===== config.mk =====
export PLATFORM = sky130hd
export DESIGN_NAME = rpc_cmd_handler
export DESIGN_NICKNAME = d
export VERILOG_FILES = /design/src/rpc_pkg.sv /design/src/rpc_cmd_handler.sv /design/src/rpc_user_mem.sv
export VERILOG_INCLUDE_DIRS = /design/src
export SDC_FILE = /design/constraint.sdc
export NUM_CORES = 1
export LEC_CHECK = 0
export BUFFER_PORTS_ARGS = -buffer_cell sky130_fd_sc_hd__buf_2
export CAP_MARGIN = 20
export CORE_MARGIN = 5
export CORE_UTILIZATION = 50
export CTS_BUF_LIST = sky130_fd_sc_hd__clkbuf_4
export CTS_CLUSTER_DIAMETER = 40
export DETAILED_ROUTE_END_ITERATION = 10
export GPL_TIMING_DRIVEN = 1
export PLACE_DENSITY_LB_ADDON = 0.08
export SYNTH_ARGS = -nofsm -noshare
export SYNTH_HDL_FRONTEND = slang
export SYNTH_SLANG_ARGS = --single-unit

===== constraint.sdc =====
create_clock -name clk_sys_i -period 5.8 [get_ports clk_sys_i]
set_input_delay 0.87 -clock clk_sys_i [delete_from_list [all_inputs] [get_ports clk_sys_i]]
set_output_delay 0.87 -clock clk_sys_i [all_outputs]
set_load 0.01 [all_outputs]

===== src/rpc_cfg.svh =====
`ifndef RPC_CFG_SVH
`define RPC_CFG_SVH
// ==========================================
// command codes
`define RPC_C_OP 8'h01
`define RPC_C_CLR 8'h03
`define RPC_C_WP 8'h10
`define RPC_C_FACT 8'h12
`define RPC_C_UALL 8'h16
`define RPC_C_USTO 8'h17
`define RPC_C_URST 8'h18
`define RPC_C_VFMT 8'h20
`define RPC_C_VSET 8'h21
`define RPC_C_VINON 8'h35
`define RPC_C_VINOFF 8'h36
`define RPC_C_FCFG 8'h3A
`define RPC_C_FDUTY 8'h3B
`define RPC_C_OVF 8'h40
`define RPC_C_OVRSP 8'h41
`define RPC_C_OVW 8'h42
`define RPC_C_UVW 8'h43
`define RPC_C_UVF 8'h44
`define RPC_C_STV 8'h7A
`define RPC_C_CML 8'h7E
// ==========================================
// data encodings and fixed read values
`define RPC_OP_ON 8'h80
`define RPC_OP_OFF 8'h00
`define RPC_WP_ALL 8'h00
`define RPC_WP_NONE 8'h80
`define RPC_WP_OPONLY 8'h40
`define RPC_VFMT 8'h17
`define RPC_OVRSP 8'h98
`define RPC_FCFG_DUTY 8'h88
`define RPC_VINON_LL 16'h0055
`define RPC_VINON_HL 16'h00B4
`define RPC_VINOFF_LL 16'h0050
`define RPC_VINOFF_HL 16'h00AA
// ==========================================
// parameter set: index, factory value, range
`define RPC_I_VSET 3'h0
`define RPC_I_FAN 3'h1
`define RPC_I_OVF 3'h2
`define RPC_I_OVW 3'h3
`define RPC_I_UVW 3'h4
`define RPC_I_UVF 3'h5
`define RPC_I_LAST 3'h5
`define RPC_V36 16'h4800
`define RPC_V38 16'h4C00
`define RPC_V41 16'h5200
`define RPC_V42 16'h5400
`define RPC_V54 16'h6C00
`define RPC_V58 16'h7400
`define RPC_V59 16'h7600
`define RPC_V60 16'h7800
`define RPC_FAN_MAX 16'h0064
// ==========================================
// timing (seconds) and shutdown count
`define RPC_SYS_HZ 125000000
`define RPC_T_RETRY_S 6'h01
`define RPC_T_WINDOW_S 6'h3C
`define RPC_OV_TRIES 2'h3
`endif


===== src/rpc_pkg.sv =====
// ==========================================
// shared types of the command handler
package rpc_pkg;
  // index into the stored parameter set
  typedef logic [2:0] rpc_idx_t;
  // one decoded bus command from the port logic
  typedef struct packed {
    logic port;
    logic wr;
    logic [7:0] code;
    logic [15:0] data;
  } rpc_cmd_s;
  // answer to a command, low byte in [7:0]
  typedef struct packed {
    logic nack;
    logic [15:0] data;
  } rpc_rsp_s;
  // default-store sequencer
  typedef enum logic [1:0] {
    SEQ_INIT = 2'b00,
    SEQ_IDLE = 2'b01,
    SEQ_RDALL = 2'b10
  } rpc_seq_e;
endpackage : rpc_pkg


===== src/rpc_cmd_handler.sv =====
`timescale 1ns/100ps
// Contract
// - operation takes only 0x80 on, 0x00 off
// - off then on restart clears alarms
// - clear-faults clears status, releases ctl alert
// - clears from non-control port are ignored
// - persisting faults set again after clear
// - write guard 00 all, 80 none, 40 op
// - guard defaults 00, always writable, reads free
// - code 0x12 loads fixed factory defaults
// - code 0x16 loads user default set
// - 0x17 stores one, 0x18 restores one
// - format reads linear, exponent minus nine
// - setpoint mantissa 16 bits, scale 2^-9
// - words go low byte first, then PEC
// - pin sets voltage until software writes
// - input thresholds follow low/high line
// - fan setup is duty mode only
// - fan duty percent, 00 internal, over 100 error
// - ov reaction reads fixed latch-after-retries
// - ov retry 1 s, latch at 3/minute
// - restart paths leave latch, clear status
// - warn limits crossed assert alert
// - out-of-range value kept, data error flagged
`include "rpc_cfg.svh"
module rpc_cmd_handler #(
  parameter int unsigned SEC_CYCLES = `RPC_SYS_HZ
) (
  input wire logic clk_sys_i,
  input wire logic rst_i,
  input wire logic cmd_valid_i,
  input wire rpc_pkg::rpc_cmd_s cmd_i,
  input wire logic ctl_port_i,
  input wire logic onoff_pin_i,
  input wire logic high_line_i,
  input wire logic [15:0] vprog_i,
  input wire logic [15:0] vout_meas_i,
  output logic rsp_valid_o,
  output rpc_pkg::rpc_rsp_s rsp_o,
  output logic out_en_o,
  output logic [15:0] vout_target_o,
  output logic [7:0] fan_duty_o,
  output logic fan_ovr_o,
  output logic [1:0] alert_o,
  output logic latched_o
);
  import rpc_pkg::*;

  // ==========================================
  // state
  logic [17:0] pin_s1_q; // first sync stage
  logic [17:0] pin_s2_q; // pins usable here
  logic pin_prev_q; // on/off pin, last cycle
  logic op_on_q; // operation state
  logic [7:0] wp_q; // write guard
  logic [7:0] fcfg_q; // fan setup
  logic [15:0] par_q [0:5]; // live parameters
  logic sw_set_q; // software owns setpoint
  rpc_seq_e seq_q; // store sequencer
  rpc_idx_t idx_q; // sequencer index
  logic ld_v_q; // store data arrives now
  rpc_idx_t ld_idx_q; // where it goes
  logic [3:0] st_vout_q; // ov, ovw, uvw, uvf
  logic [7:0] cml_q; // comm status
  logic [1:0] alert_q; // per port alert
  logic [26:0] sec_cnt_q; // one second divider
  logic ov_off_q; // shut down, waiting retry
  logic latch_q; // latched off
  logic [1:0] tries_q; // shutdowns in window
  logic [5:0] retry_q; // seconds since trip
  logic [5:0] win_q; // seconds in window
  logic win_act_q; // window running
  logic out_en_q;
  logic [15:0] vtgt_q;
  logic [7:0] fan_q;
  logic fan_ovr_q;
  logic rsp_valid_q;
  rpc_rsp_s rsp_q;

  // ==========================================
  // decode helpers
  logic busy, pin_on, tick, ev, restart_ev;
  logic e_cmd, e_dat, e_oth, wp_blk;
  logic w_op, w_wp, w_par, w_fcfg;
  logic do_clr, do_fact, do_uall, do_sto, do_urst;
  logic [15:0] rdata;
  logic [3:0] cmap, dmap; // {valid, index}
  logic [3:0] vset; // status set terms
  logic [15:0] mem_rdata;
  logic ov_evt; // overvoltage trip this cycle
  logic [31:0] lim; // {low, high} of the addressed parameter
  logic mem_we;
  rpc_idx_t mem_addr;
  logic [15:0] mem_wdata;

  // code to parameter index
  function automatic logic [3:0] par_of(input logic [7:0] c);
    unique case (c)
      `RPC_C_VSET: par_of = {1'b1, `RPC_I_VSET};
      `RPC_C_FDUTY: par_of = {1'b1, `RPC_I_FAN};
      `RPC_C_OVF: par_of = {1'b1, `RPC_I_OVF};
      `RPC_C_OVW: par_of = {1'b1, `RPC_I_OVW};
      `RPC_C_UVW: par_of = {1'b1, `RPC_I_UVW};
      `RPC_C_UVF: par_of = {1'b1, `RPC_I_UVF};
      default: par_of = 4'h0;
    endcase
  endfunction : par_of

  // fixed factory value, not writable
  function automatic logic [15:0] fdef(input rpc_idx_t i);
    unique case (i)
      `RPC_I_VSET: fdef = `RPC_V54;
      `RPC_I_FAN: fdef = 16'h0000;
      `RPC_I_OVF: fdef = `RPC_V60;
      `RPC_I_OVW: fdef = `RPC_V59;
      `RPC_I_UVW: fdef = `RPC_V42;
      default: fdef = `RPC_V41;
    endcase
  endfunction : fdef

  // legal range per parameter, {low, high}
  function automatic logic [31:0] rng(input rpc_idx_t i);
    unique case (i)
      `RPC_I_VSET: rng = {`RPC_V41, `RPC_V59};
      `RPC_I_FAN: rng = {16'h0000, `RPC_FAN_MAX};
      `RPC_I_OVF: rng = {`RPC_V41, `RPC_V60};
      `RPC_I_OVW: rng = {`RPC_V42, `RPC_V59};
      `RPC_I_UVW: rng = {`RPC_V38, `RPC_V58};
      default: rng = {`RPC_V36, `RPC_V58};
    endcase
  endfunction : rng

  assign cmap = par_of(cmd_i.code);
  assign dmap = par_of(cmd_i.data[7:0]);
  assign lim = rng(cmap[2:0]);
  assign busy = (seq_q != SEQ_IDLE) || ld_v_q;
  assign pin_on = pin_s2_q[17];

  // ==========================================
  // pin synchronisers, two stages each
  // vprog is quasi static, so a bitwise sync is safe
  always_ff @(posedge clk_sys_i) begin
    if (rst_i) begin
      pin_s1_q <= 18'h00000;
      pin_s2_q <= 18'h00000;
      pin_prev_q <= 1'b0;
    end else begin
      pin_s1_q <= {onoff_pin_i, high_line_i, vprog_i};
      pin_s2_q <= pin_s1_q;
      pin_prev_q <= pin_s2_q[17];
    end
  end

  // guard 80 blocks every write but the exempt ones, 40 also lets op through, 00 blocks none
  always_comb begin
    wp_blk = 1'b0;
    if (cmd_i.wr && cmd_i.code != `RPC_C_WP && cmd_i.code != `RPC_C_CLR) begin
      if (wp_q == `RPC_WP_NONE) begin
        wp_blk = 1'b1;
      end else if (wp_q == `RPC_WP_OPONLY) begin
        wp_blk = (cmd_i.code != `RPC_C_OP);
      end
    end
  end

  // ==========================================
  // command decode
  always_comb begin
    e_cmd = 1'b0;
    e_dat = 1'b0;
    e_oth = 1'b0;
    rdata = 16'h0000;
    w_op = 1'b0;
    w_wp = 1'b0;
    w_par = 1'b0;
    w_fcfg = 1'b0;
    do_clr = 1'b0;
    do_fact = 1'b0;
    do_uall = 1'b0;
    do_sto = 1'b0;
    do_urst = 1'b0;
    if (!cmd_valid_i) begin
      e_oth = 1'b0; // nothing to do
    end else if (busy) begin
      e_oth = 1'b1; // store walk in progress
    end else if (!cmd_i.wr) begin
      // reads are never guarded
      if (cmap[3]) begin
        rdata = par_q[cmap[2:0]];
      end else begin
        unique case (cmd_i.code)
          `RPC_C_OP: rdata = {8'h00, op_on_q ? `RPC_OP_ON : `RPC_OP_OFF};
          `RPC_C_WP: rdata = {8'h00, wp_q};
          `RPC_C_VFMT: rdata = {8'h00, `RPC_VFMT};
          `RPC_C_VINON: rdata = pin_s2_q[16] ? `RPC_VINON_HL : `RPC_VINON_LL;
          `RPC_C_VINOFF: rdata = pin_s2_q[16] ? `RPC_VINOFF_HL : `RPC_VINOFF_LL;
          `RPC_C_FCFG: rdata = {8'h00, fcfg_q};
          `RPC_C_OVRSP: rdata = {8'h00, `RPC_OVRSP};
          `RPC_C_STV: rdata = {8'h00, st_vout_q, 4'h0};
          `RPC_C_CML: rdata = {8'h00, cml_q};
          default: e_cmd = 1'b1;
        endcase
      end
    end else if (wp_blk) begin
      e_cmd = 1'b1;
    end else if (cmap[3]) begin
      // range checked, old value kept on error
      if (cmd_i.data < lim[31:16] || cmd_i.data > lim[15:0]) begin
        e_dat = 1'b1;
      end else begin
        w_par = 1'b1;
      end
    end else begin
      unique case (cmd_i.code)
        `RPC_C_OP: begin
          if (cmd_i.data[7:0] == `RPC_OP_ON || cmd_i.data[7:0] == `RPC_OP_OFF) begin
            w_op = 1'b1;
          end else begin
            e_dat = 1'b1;
          end
        end
        `RPC_C_CLR: do_clr = (cmd_i.port == ctl_port_i);
        `RPC_C_WP: begin
          unique case (cmd_i.data[7:0])
            `RPC_WP_ALL, `RPC_WP_NONE, `RPC_WP_OPONLY: w_wp = 1'b1;
            default: e_dat = 1'b1;
          endcase
        end
        `RPC_C_FACT: do_fact = 1'b1;
        `RPC_C_UALL: do_uall = 1'b1;
        // guard register is not in the set, so it is refused here
        `RPC_C_USTO: begin
          do_sto = dmap[3];
          e_dat = !dmap[3];
        end
        `RPC_C_URST: begin
          do_urst = dmap[3];
          e_dat = !dmap[3];
        end
        `RPC_C_FCFG: begin
          w_fcfg = (cmd_i.data[7:0] == `RPC_FCFG_DUTY);
          e_dat = (cmd_i.data[7:0] != `RPC_FCFG_DUTY);
        end
        default: e_cmd = 1'b1; // read-only or unknown
      endcase
    end
  end

  // off to on by command or by the pin
  assign restart_ev = (w_op && !op_on_q && cmd_i.data[7:0] == `RPC_OP_ON)
                    || (pin_on && !pin_prev_q);

  // ==========================================
  // answer, one cycle after the command
  always_ff @(posedge clk_sys_i) begin
    if (rst_i) begin
      rsp_valid_q <= 1'b0;
      rsp_q <= '0;
    end else begin
      rsp_valid_q <= cmd_valid_i;
      rsp_q.nack <= e_cmd | e_dat | e_oth;
      rsp_q.data <= rdata; // port logic sends [7:0] first
    end
  end

  // operation, guard and fan setup
  always_ff @(posedge clk_sys_i) begin
    if (rst_i) begin
      op_on_q <= 1'b1; // on at power up
      wp_q <= `RPC_WP_ALL;
      fcfg_q <= `RPC_FCFG_DUTY;
    end else begin
      if (w_op) begin
        op_on_q <= (cmd_i.data[7:0] == `RPC_OP_ON);
      end
      if (w_wp) begin
        wp_q <= cmd_i.data[7:0];
      end
      if (w_fcfg) begin
        fcfg_q <= cmd_i.data[7:0];
      end
    end
  end

  // ==========================================
  // live parameter set
  always_ff @(posedge clk_sys_i) begin
    if (rst_i || do_fact) begin
      for (int i = 0; i < 6; i++) begin
        par_q[i] <= fdef(3'(i));
      end
    end else if (w_par) begin
      par_q[cmap[2:0]] <= cmd_i.data;
    end else if (ld_v_q) begin
      par_q[ld_idx_q] <= mem_rdata;
    end
  end

  // once software writes the setpoint the pin is ignored
  always_ff @(posedge clk_sys_i) begin
    if (rst_i) begin
      sw_set_q <= 1'b0;
    end else if (w_par && cmap[2:0] == `RPC_I_VSET) begin
      sw_set_q <= 1'b1;
    end
  end

  // ==========================================
  // user default store: fill, store, restore
  assign mem_we = (seq_q == SEQ_INIT) || do_sto;
  assign mem_addr = (seq_q == SEQ_IDLE) ? dmap[2:0] : idx_q;
  assign mem_wdata = (seq_q == SEQ_INIT) ? fdef(idx_q) : par_q[dmap[2:0]];

  rpc_user_mem u_mem (
    .clk_sys_i(clk_sys_i),
    .wr_en_i(mem_we),
    .addr_i(mem_addr),
    .wdata_i(mem_wdata),
    .rdata_o(mem_rdata)
  );

  // walks the set once after reset and on restore-all
  always_ff @(posedge clk_sys_i) begin
    if (rst_i) begin
      seq_q <= SEQ_INIT;
      idx_q <= 3'h0;
      ld_v_q <= 1'b0;
      ld_idx_q <= 3'h0;
    end else begin
      ld_v_q <= 1'b0;
      unique case (seq_q)
        SEQ_INIT: begin
          idx_q <= idx_q + 3'h1;
          if (idx_q == `RPC_I_LAST) begin
            seq_q <= SEQ_IDLE;
          end
        end
        SEQ_IDLE: begin
          idx_q <= 3'h0;
          ld_idx_q <= dmap[2:0];
          ld_v_q <= do_urst;
          if (do_uall) begin
            seq_q <= SEQ_RDALL;
          end
        end
        SEQ_RDALL: begin
          ld_v_q <= 1'b1;
          ld_idx_q <= idx_q;
          idx_q <= idx_q + 3'h1;
          if (idx_q == `RPC_I_LAST) begin
            seq_q <= SEQ_IDLE;
          end
        end
        default: seq_q <= SEQ_IDLE;
      endcase
    end
  end

  // ==========================================
  // status flags; a set in the clearing cycle wins
  assign vset = {(ov_evt | (latch_q & !restart_ev)),
                 out_en_q && vout_meas_i > par_q[`RPC_I_OVW],
                 out_en_q && vout_meas_i < par_q[`RPC_I_UVW],
                 out_en_q && vout_meas_i < par_q[`RPC_I_UVF]};
  assign ev = (|vset) | e_cmd | e_dat | e_oth;

  // trip only while driving and not yet tripped: out_en_q drops two cycles
  // after the trip, so without the gate a single trip would count twice
  assign ov_evt = out_en_q && !ov_off_q && !latch_q
                && vout_meas_i > par_q[`RPC_I_OVF];

  always_ff @(posedge clk_sys_i) begin
    if (rst_i) begin
      st_vout_q <= 4'h0;
      cml_q <= 8'h00;
      alert_q <= 2'h0;
    end else begin
      // live faults re-set right after a clear
      st_vout_q <= vset | (st_vout_q & {4{!(do_clr | restart_ev)}});
      cml_q <= {e_cmd, e_dat, 4'h0, e_oth, 1'b0}
             | (cml_q & {8{!(do_clr | restart_ev)}});
      // only the port in control is released by a clear
      alert_q <= {2{ev}} | (alert_q & ~({2{restart_ev}}
               | ({2{do_clr}} & (ctl_port_i ? 2'h2 : 2'h1))));
    end
  end

  // ==========================================
  // overvoltage retry and latch-off
  assign tick = (sec_cnt_q == 27'(SEC_CYCLES - 1));

  // restarted on a trip so the retry delay is a full second
  always_ff @(posedge clk_sys_i) begin
    if (rst_i || ov_evt || tick) begin
      sec_cnt_q <= 27'h0000000;
    end else begin
      sec_cnt_q <= sec_cnt_q + 27'h0000001;
    end
  end

  always_ff @(posedge clk_sys_i) begin
    if (rst_i || restart_ev) begin
      ov_off_q <= 1'b0;
      latch_q <= 1'b0;
      tries_q <= 2'h0;
      retry_q <= 6'h00;
      win_q <= 6'h00;
      win_act_q <= 1'b0;
    end else if (ov_evt) begin
      ov_off_q <= 1'b1;
      retry_q <= 6'h00;
      tries_q <= tries_q + 2'h1;
      latch_q <= (tries_q + 2'h1 == `RPC_OV_TRIES);
      if (!win_act_q) begin
        win_act_q <= 1'b1;
        win_q <= 6'h00;
      end
    end else if (tick && !latch_q) begin
      if (ov_off_q) begin
        if (retry_q + 6'h01 == `RPC_T_RETRY_S) begin
          ov_off_q <= 1'b0;
        end
        retry_q <= retry_q + 6'h01;
      end
      // a minute after the first trip: count and window start over
      if (win_act_q) begin
        if (win_q + 6'h01 == `RPC_T_WINDOW_S) begin
          win_act_q <= 1'b0;
          tries_q <= 2'h0;
        end
        win_q <= win_q + 6'h01;
      end
    end
  end

  // ==========================================
  // registered outputs
  always_ff @(posedge clk_sys_i) begin
    if (rst_i) begin
      out_en_q <= 1'b0;
      vtgt_q <= `RPC_V54;
      fan_q <= 8'h00;
      fan_ovr_q <= 1'b0;
    end else begin
      out_en_q <= op_on_q && pin_on && !ov_off_q && !latch_q;
      vtgt_q <= sw_set_q ? par_q[`RPC_I_VSET] : pin_s2_q[15:0];
      fan_q <= par_q[`RPC_I_FAN][7:0];
      fan_ovr_q <= (par_q[`RPC_I_FAN] != 16'h0000);
    end
  end

  assign rsp_valid_o = rsp_valid_q;
  assign rsp_o = rsp_q;
  assign out_en_o = out_en_q;
  assign vout_target_o = vtgt_q;
  assign fan_duty_o = fan_q;
  assign fan_ovr_o = fan_ovr_q;
  assign alert_o = alert_q;
  assign latched_o = latch_q;
endmodule : rpc_cmd_handler


===== src/rpc_user_mem.sv =====
`timescale 1ns/100ps
// ==========================================
// user default store, registered read
module rpc_user_mem (
  input wire logic clk_sys_i,
  input wire logic wr_en_i,
  input wire rpc_pkg::rpc_idx_t addr_i,
  input wire logic [15:0] wdata_i,
  output logic [15:0] rdata_o
);
  import rpc_pkg::*;
  // no reset: the sequencer fills it after reset
  logic [15:0] mem_q [0:7];

  // write and read share one address
  always_ff @(posedge clk_sys_i) begin
    if (wr_en_i) begin
      mem_q[addr_i] <= wdata_i;
    end
    rdata_o <= mem_q[addr_i];
  end
endmodule : rpc_user_mem


# Word level (Yosys, flattened, before mapping)
# Memory sizes are Yosys's and may differ from the RTL's. A register that Yosys moved wholly into a read port is not among the register bits.
# Index checks and enable logic that the tools add are counted.
# op_classes
addsub	5
magnitude_cmp	6
n_eq_ne	54
mux	136
bitwise_logic	18
reduce_logical	56
# ops
operator	n
$mux 16	11
$pmux 31 s5	1
$mux 1	98
$eq 8x7->1 const B	12
$pmux 15 s5	1
$pmux 8 s9	1
$eq 8x6->1 const B	8
$gt 16x16->1	3
$lt 16x16->1	3
$pmux 4 s6	2
$eq 8x5->1 const B	5
$reduce_or 16->1	2
$add 27x1->27 const B	1
$eq 27x27->1 const B	1
$eq 8x8->1 const B	3
$mux 6	4
$mux 8	3
$logic_and 1x1->1	16
$reduce_bool 16->1	1
$mux 2	7
$add 6x1->6 const B	2
$eq 3x2->1 const B	4
$pmux 3 s2	2
$reduce_bool 2->1	5
other kinds (43)	79
# totals
register_bits	166
ram_bits	224
output_inout_bits	47
mem_count	2
# memory_table
name	depth	word_bits	rd	rd_clocked_by_memory_dff	write_ports	line_no	source
u_mem.mem_q	8	16	1	1	1	rpc_user_mem.sv:13	logic [15:0] mem_q [0:7];
par_q	6	16	8	0	6	rpc_cmd_handler.sv:57	logic [15:0] par_q [0:5];

# Longest topological paths before layout
# logic_depth
ltp_word	20
depth_mapped	18
ltp_nobuf	14

# Modules after synthesis
# From an unflattened synthesis, not the netlist that was laid out.
# hier_totals
hier_cells	1797
area_unflattened_um2	19661.4
# by_module_without_submodules
module	instances	cells_each	area_each_um2	seq_area_each_um2
rpc_cmd_handler	1	1559	14368.8	6506.2
rpc_user_mem	1	238	5292.6	4164.0

# Worst setup path after synthesis
# Ideal clock, no wire load.
# synth_timing
kind	input -> register
from	input cmd_i[22] in the netlist's numbering
to	memory par_q[4][0], enable pin
arrival_ns	4.478
path_slack_ns	0.950
path_stages	16
path_buffers	4
path_cell_list	buf_4 -> or3b_4 -> nand2b_1 -> o32a_1 -> clkbuf_1 -> clkbuf_1 -> a31oi_1 -> ha_1 -> o211ai_1 -> a21oi_1 -> o21ai_0 -> nand3_2 -> nor4_4 -> a31oi_2 -> buf_2 -> nand2_1
# synth_rtl
element	line_no	source
start: declaration	rpc_cmd_handler.sv:32	input wire rpc_pkg::rpc_cmd_s cmd_i,
end: declaration	rpc_cmd_handler.sv:57	

==> impl.org <==
** Clock tree
- Clock latency reported for the late side of the worst-skew pair :: 0.86 ns
- CTS saw 420 sinks.
- The tree is rooted in a clkbuf_4.
- Postcts setup bufs :: 0
- Number of buffers on the longest clock path :: 3
- TritonCTS clock tree :: built
- In this run, CTS created clock tree buffers numbering 108.
- In this run, post-CTS repair resized a total of 0 instances.
- CTS built an H-tree with a depth of 3.
- Clock-pin slew on the worst setup and hold paths :: 0.06 ns
- Total of hold buffers inserted after clock tree synthesis :: 0

** Power
- Across the VDD grid, the largest voltage drop is 0.356 mV.
- For this design the static power due to leakage is 8.63 nW.
- Power spread over the standard cell area amounts to 345 nW/µm².

** Worst setup path
- Endpoint kind of the worst setup timing path :: register
- STA puts the critical path data required time at 6.21 ns.
- For the worst setup path, the data arrival time is 5.05 ns.
- STA classifies the critical path startpoint as an input pin.
- By startpoint and endpoint, the worst setup path is classified as in2reg.
- Cell depth of the worst flop-to-flop path :: 8
- Worst-path fanout max :: 16

** Global route
- The number of global-route vias before repair is 14,632.
- Entering global routing, the biggest net connects 85 pins.
- GRT Total Usage :: 25.4%
- Global routing finished with a remaining overflow of 0.
- Number of antenna violations at the first check in global routing :: 3
- The first global-routing pass estimated 85,700 µm of wire.

** Layout
- Cells with a size suffix above 1 make up 17.7% of the layout.
- Area of all placed cells without fillers :: 22,100 µm²
- Area grow syn2layout :: 12.8%
- Post-layout utilization of the core :: 57.2%
- The final layout contains 2,153 nets.

** Synthesis
- Yosys Warn Count :: 0
- Number of enable flip-flop cells after synthesis :: 238
- The synthesized design spends more area on one cell type than any other, namely edfxtp_1.
- Synthesis produced 1,829 cells.
- Share of flip-flops with an asynchronous set or reset :: 0%
- Unique masters post-synth :: 86
- Share of the yosys chip area belonging to registers :: 55.0%
- Cell with the most instances after synthesis :: edfxtp_1
- Mean post-synth cell area :: 10.7 µm²
- Synthesized netlist net count :: 1,982
- In the synthesized netlist the dominant register cell turns out to be edfxtp_1.
- Number of synthesized register bits :: 420
- The cell area that synthesis handed to floorplanning was 19,600 µm².
- Summed over its instances, the top area cell type makes up 36.4% of the synthesized netlist area.
- After synthesis, the cell types taking the most area are edfxtp_1 36%, dfxtp_1 19%, ha_1 5.7%.
- Ranked by instance count, the synthesized netlist is headed by 238 x edfxtp_1, 211 x nor2_1, 182 x dfxtp_1, 134 x nand2_1, 111 x a21oi_1.

** Drt
- Once detail routing completed, the nets flagged for antenna violations numbered 0.
- Total number of vias :: 15,140
- DRC marker count from the first detailed-route iteration :: 1,681
- Total Wirelength :: 55,800 µm
- For this run, the detailed router's first-pass iteration total came to 9.
- DRC errors left :: 2
- Using the TritonRoute via totals, the vias-per-cell ratio works out to 5.82.
- Routed wirelength normalized by instance count :: 21.5 µm

** Job
- Max-cap violations in this run came to 0.

** Placement
- Post-DP HPWL :: 41,900 µm
- Count of input and output buffers :: 110
- Routability-driven placement finished with a final weighted congestion of 0.940.
- Post-detailed-placement cell area :: 20,800 µm²

** STA
- The number of hold violations in the final report is 0.
- Setup_tns :: 0 ns
- Setup repair after global routing left no endpoint under its margin.
- Achievable clock frequency :: 215 MHz
- The worst pin sits at a relative slew slack of 23.5%.
- The final-report max-slew violation count was 0.
- In the finished design, the share of the clock period the worst path needs comes to 80.1%.
- Actual slew at the worst max-slew pin :: 1.15 ns
- The clock arrives with 0.0939 ns of skew.
- Setup violations remaining at the end of the flow were counted as 0.
- Final Critical Period :: 4.64 ns

** Run status
- Violations in the final reports :: DRC
- Status :: finished, violations left

** Floorplan
- Die outline width :: 208 µm
- For this design the top-level I/O count stands at 111.
- Floorplan die area :: 43,300 µm²
- The die is 208 µm tall.
- Standard cell core area :: 38,700 µm²
- Number of cell rows :: 72
- Effective utilization at floorplan :: 50.7%

** Hold path
- The path class of the tightest hold or removal check is in2reg.
- Number of instances on the worst hold path :: 2
## metrics by stage
step           setup WS (ns)  std cells  hold slack (ns)  total power (W)
2_1_floorplan          0.950       1829            0.411          0.00471
3_3_place_gp           0.577       2408            0.425          0.00523
3_5_place_dp           0.491       2408            0.427          0.00526
4_1_cts                 1.33       2599            0.206          0.00773
5_1_grt                0.945       2600            0.219          0.00808
6_report                1.16       2601            0.292          0.00765
## placed cells by master, fill, tap and decap left out, types with 18 or more instances in the layout
cell | netlist | layout
a211oi_1 | 19 | 19
a21oi_1 | 111 | 111
a221oi_1 | 44 | 44
a22oi_1 | 44 | 44
and2_1 | 32 | 32
buf_2 | 13 | 109
buf_4 | 1 | 40
clkbuf_4 | 0 | 164
clkinv_1 | 1 | 18
dfxtp_1 | 182 | 182
edfxtp_1 | 238 | 238
ha_1 | 89 | 89
inv_1 | 105 | 105
mux2i_1 | 48 | 47
nand2_1 | 134 | 134
nand2b_1 | 25 | 25
nand3_1 | 38 | 38
nand4_1 | 22 | 22
nor2_1 | 211 | 210
nor2b_1 | 58 | 58
nor3_1 | 24 | 24
o21ai_0 | 60 | 60
o22ai_1 | 22 | 22
xor2_1 | 18 | 18
## registers in the layout (all words and copies together), names as in the netlist, 2 cells and up
signal,flops
alert_o,2
cml_q,8
fan_duty_o,8
fcfg_q,8
idx_q,3
ld_idx_q,3
par_q,110
pin_s1_q,18
pin_s2_q,18
retry_q,6
rsp_o,17
sec_cnt_q,27
seq_q,2
st_vout_q,4
tries_q,2
u_mem.mem_q,128
u_mem.rdata_o,16
vout_target_o,16
win_q,6
wp_q,8
## routing by layer
metal / GRT usage, % / share of wire (%) / wire, µm
met1: 36.2 / 44 / 24700
met2: 38.5 / 44 / 24600
met3: 5.93 / 8.7 / 4860
met4: 8.56 / 2.9 / 1630
met5: 0 / 0.013 / 7
## where the power goes
part	total [W]	internal, W	switching (W)
Sequential	0.00376	0.00364	0.000126
Clock	0.00245	0.00129	0.00116
Combinational	0.00144	0.000471	0.000970
## worst max-delay path: stages
cell       delay [ns]
buf_2            0.16
nand4bb_1        0.38
nor3_1           0.60
ha_1             0.36
a21o_1           0.18
a21boi_0         0.24
nand2_1          0.07
o21ai_0          0.57
nand4_1          0.45
o22ai_1          0.32
nand3_1          0.11
buf_4            0.20
nand2_1          0.54
## final cells by class
cell class,count,area [µm²]
tap,518,648
clock inverter,27,129
multi-input combinational,1215,8100
fill,3370,16600
inverter,106,398
antenna,2,5.00
sequential,420,10800
timing repair buffer,149,846
clock buffer,164,1230
## path summary, 6_finish.rpt
check,startpoint,to,slack (ns)
setup reg to reg,seq_q[1],u_mem.mem_q[4][5],1.54
setup / recovery,cmd_i[23],par_q[0][1],1.16
hold reg to reg,u_mem.mem_q[4][3],u_mem.rdata_o[3],0.44
hold / removal,vprog_i[14],pin_s1_q[14],0.29
## cells by family after synthesis
family	count (synthesis)	share of synthesized area, %
flip-flops	420	55.0
multiplexers	63	4.17
AO/OA/AOI/OAI	402	14.0
AND/OR/NAND/NOR	629	16.0
adder cells (fa/ha/maj)	89	5.67
XOR/XNOR	32	1.43
buffers and inverters	194	3.85
No activity file was read; power rests on OpenSTA's default activity.
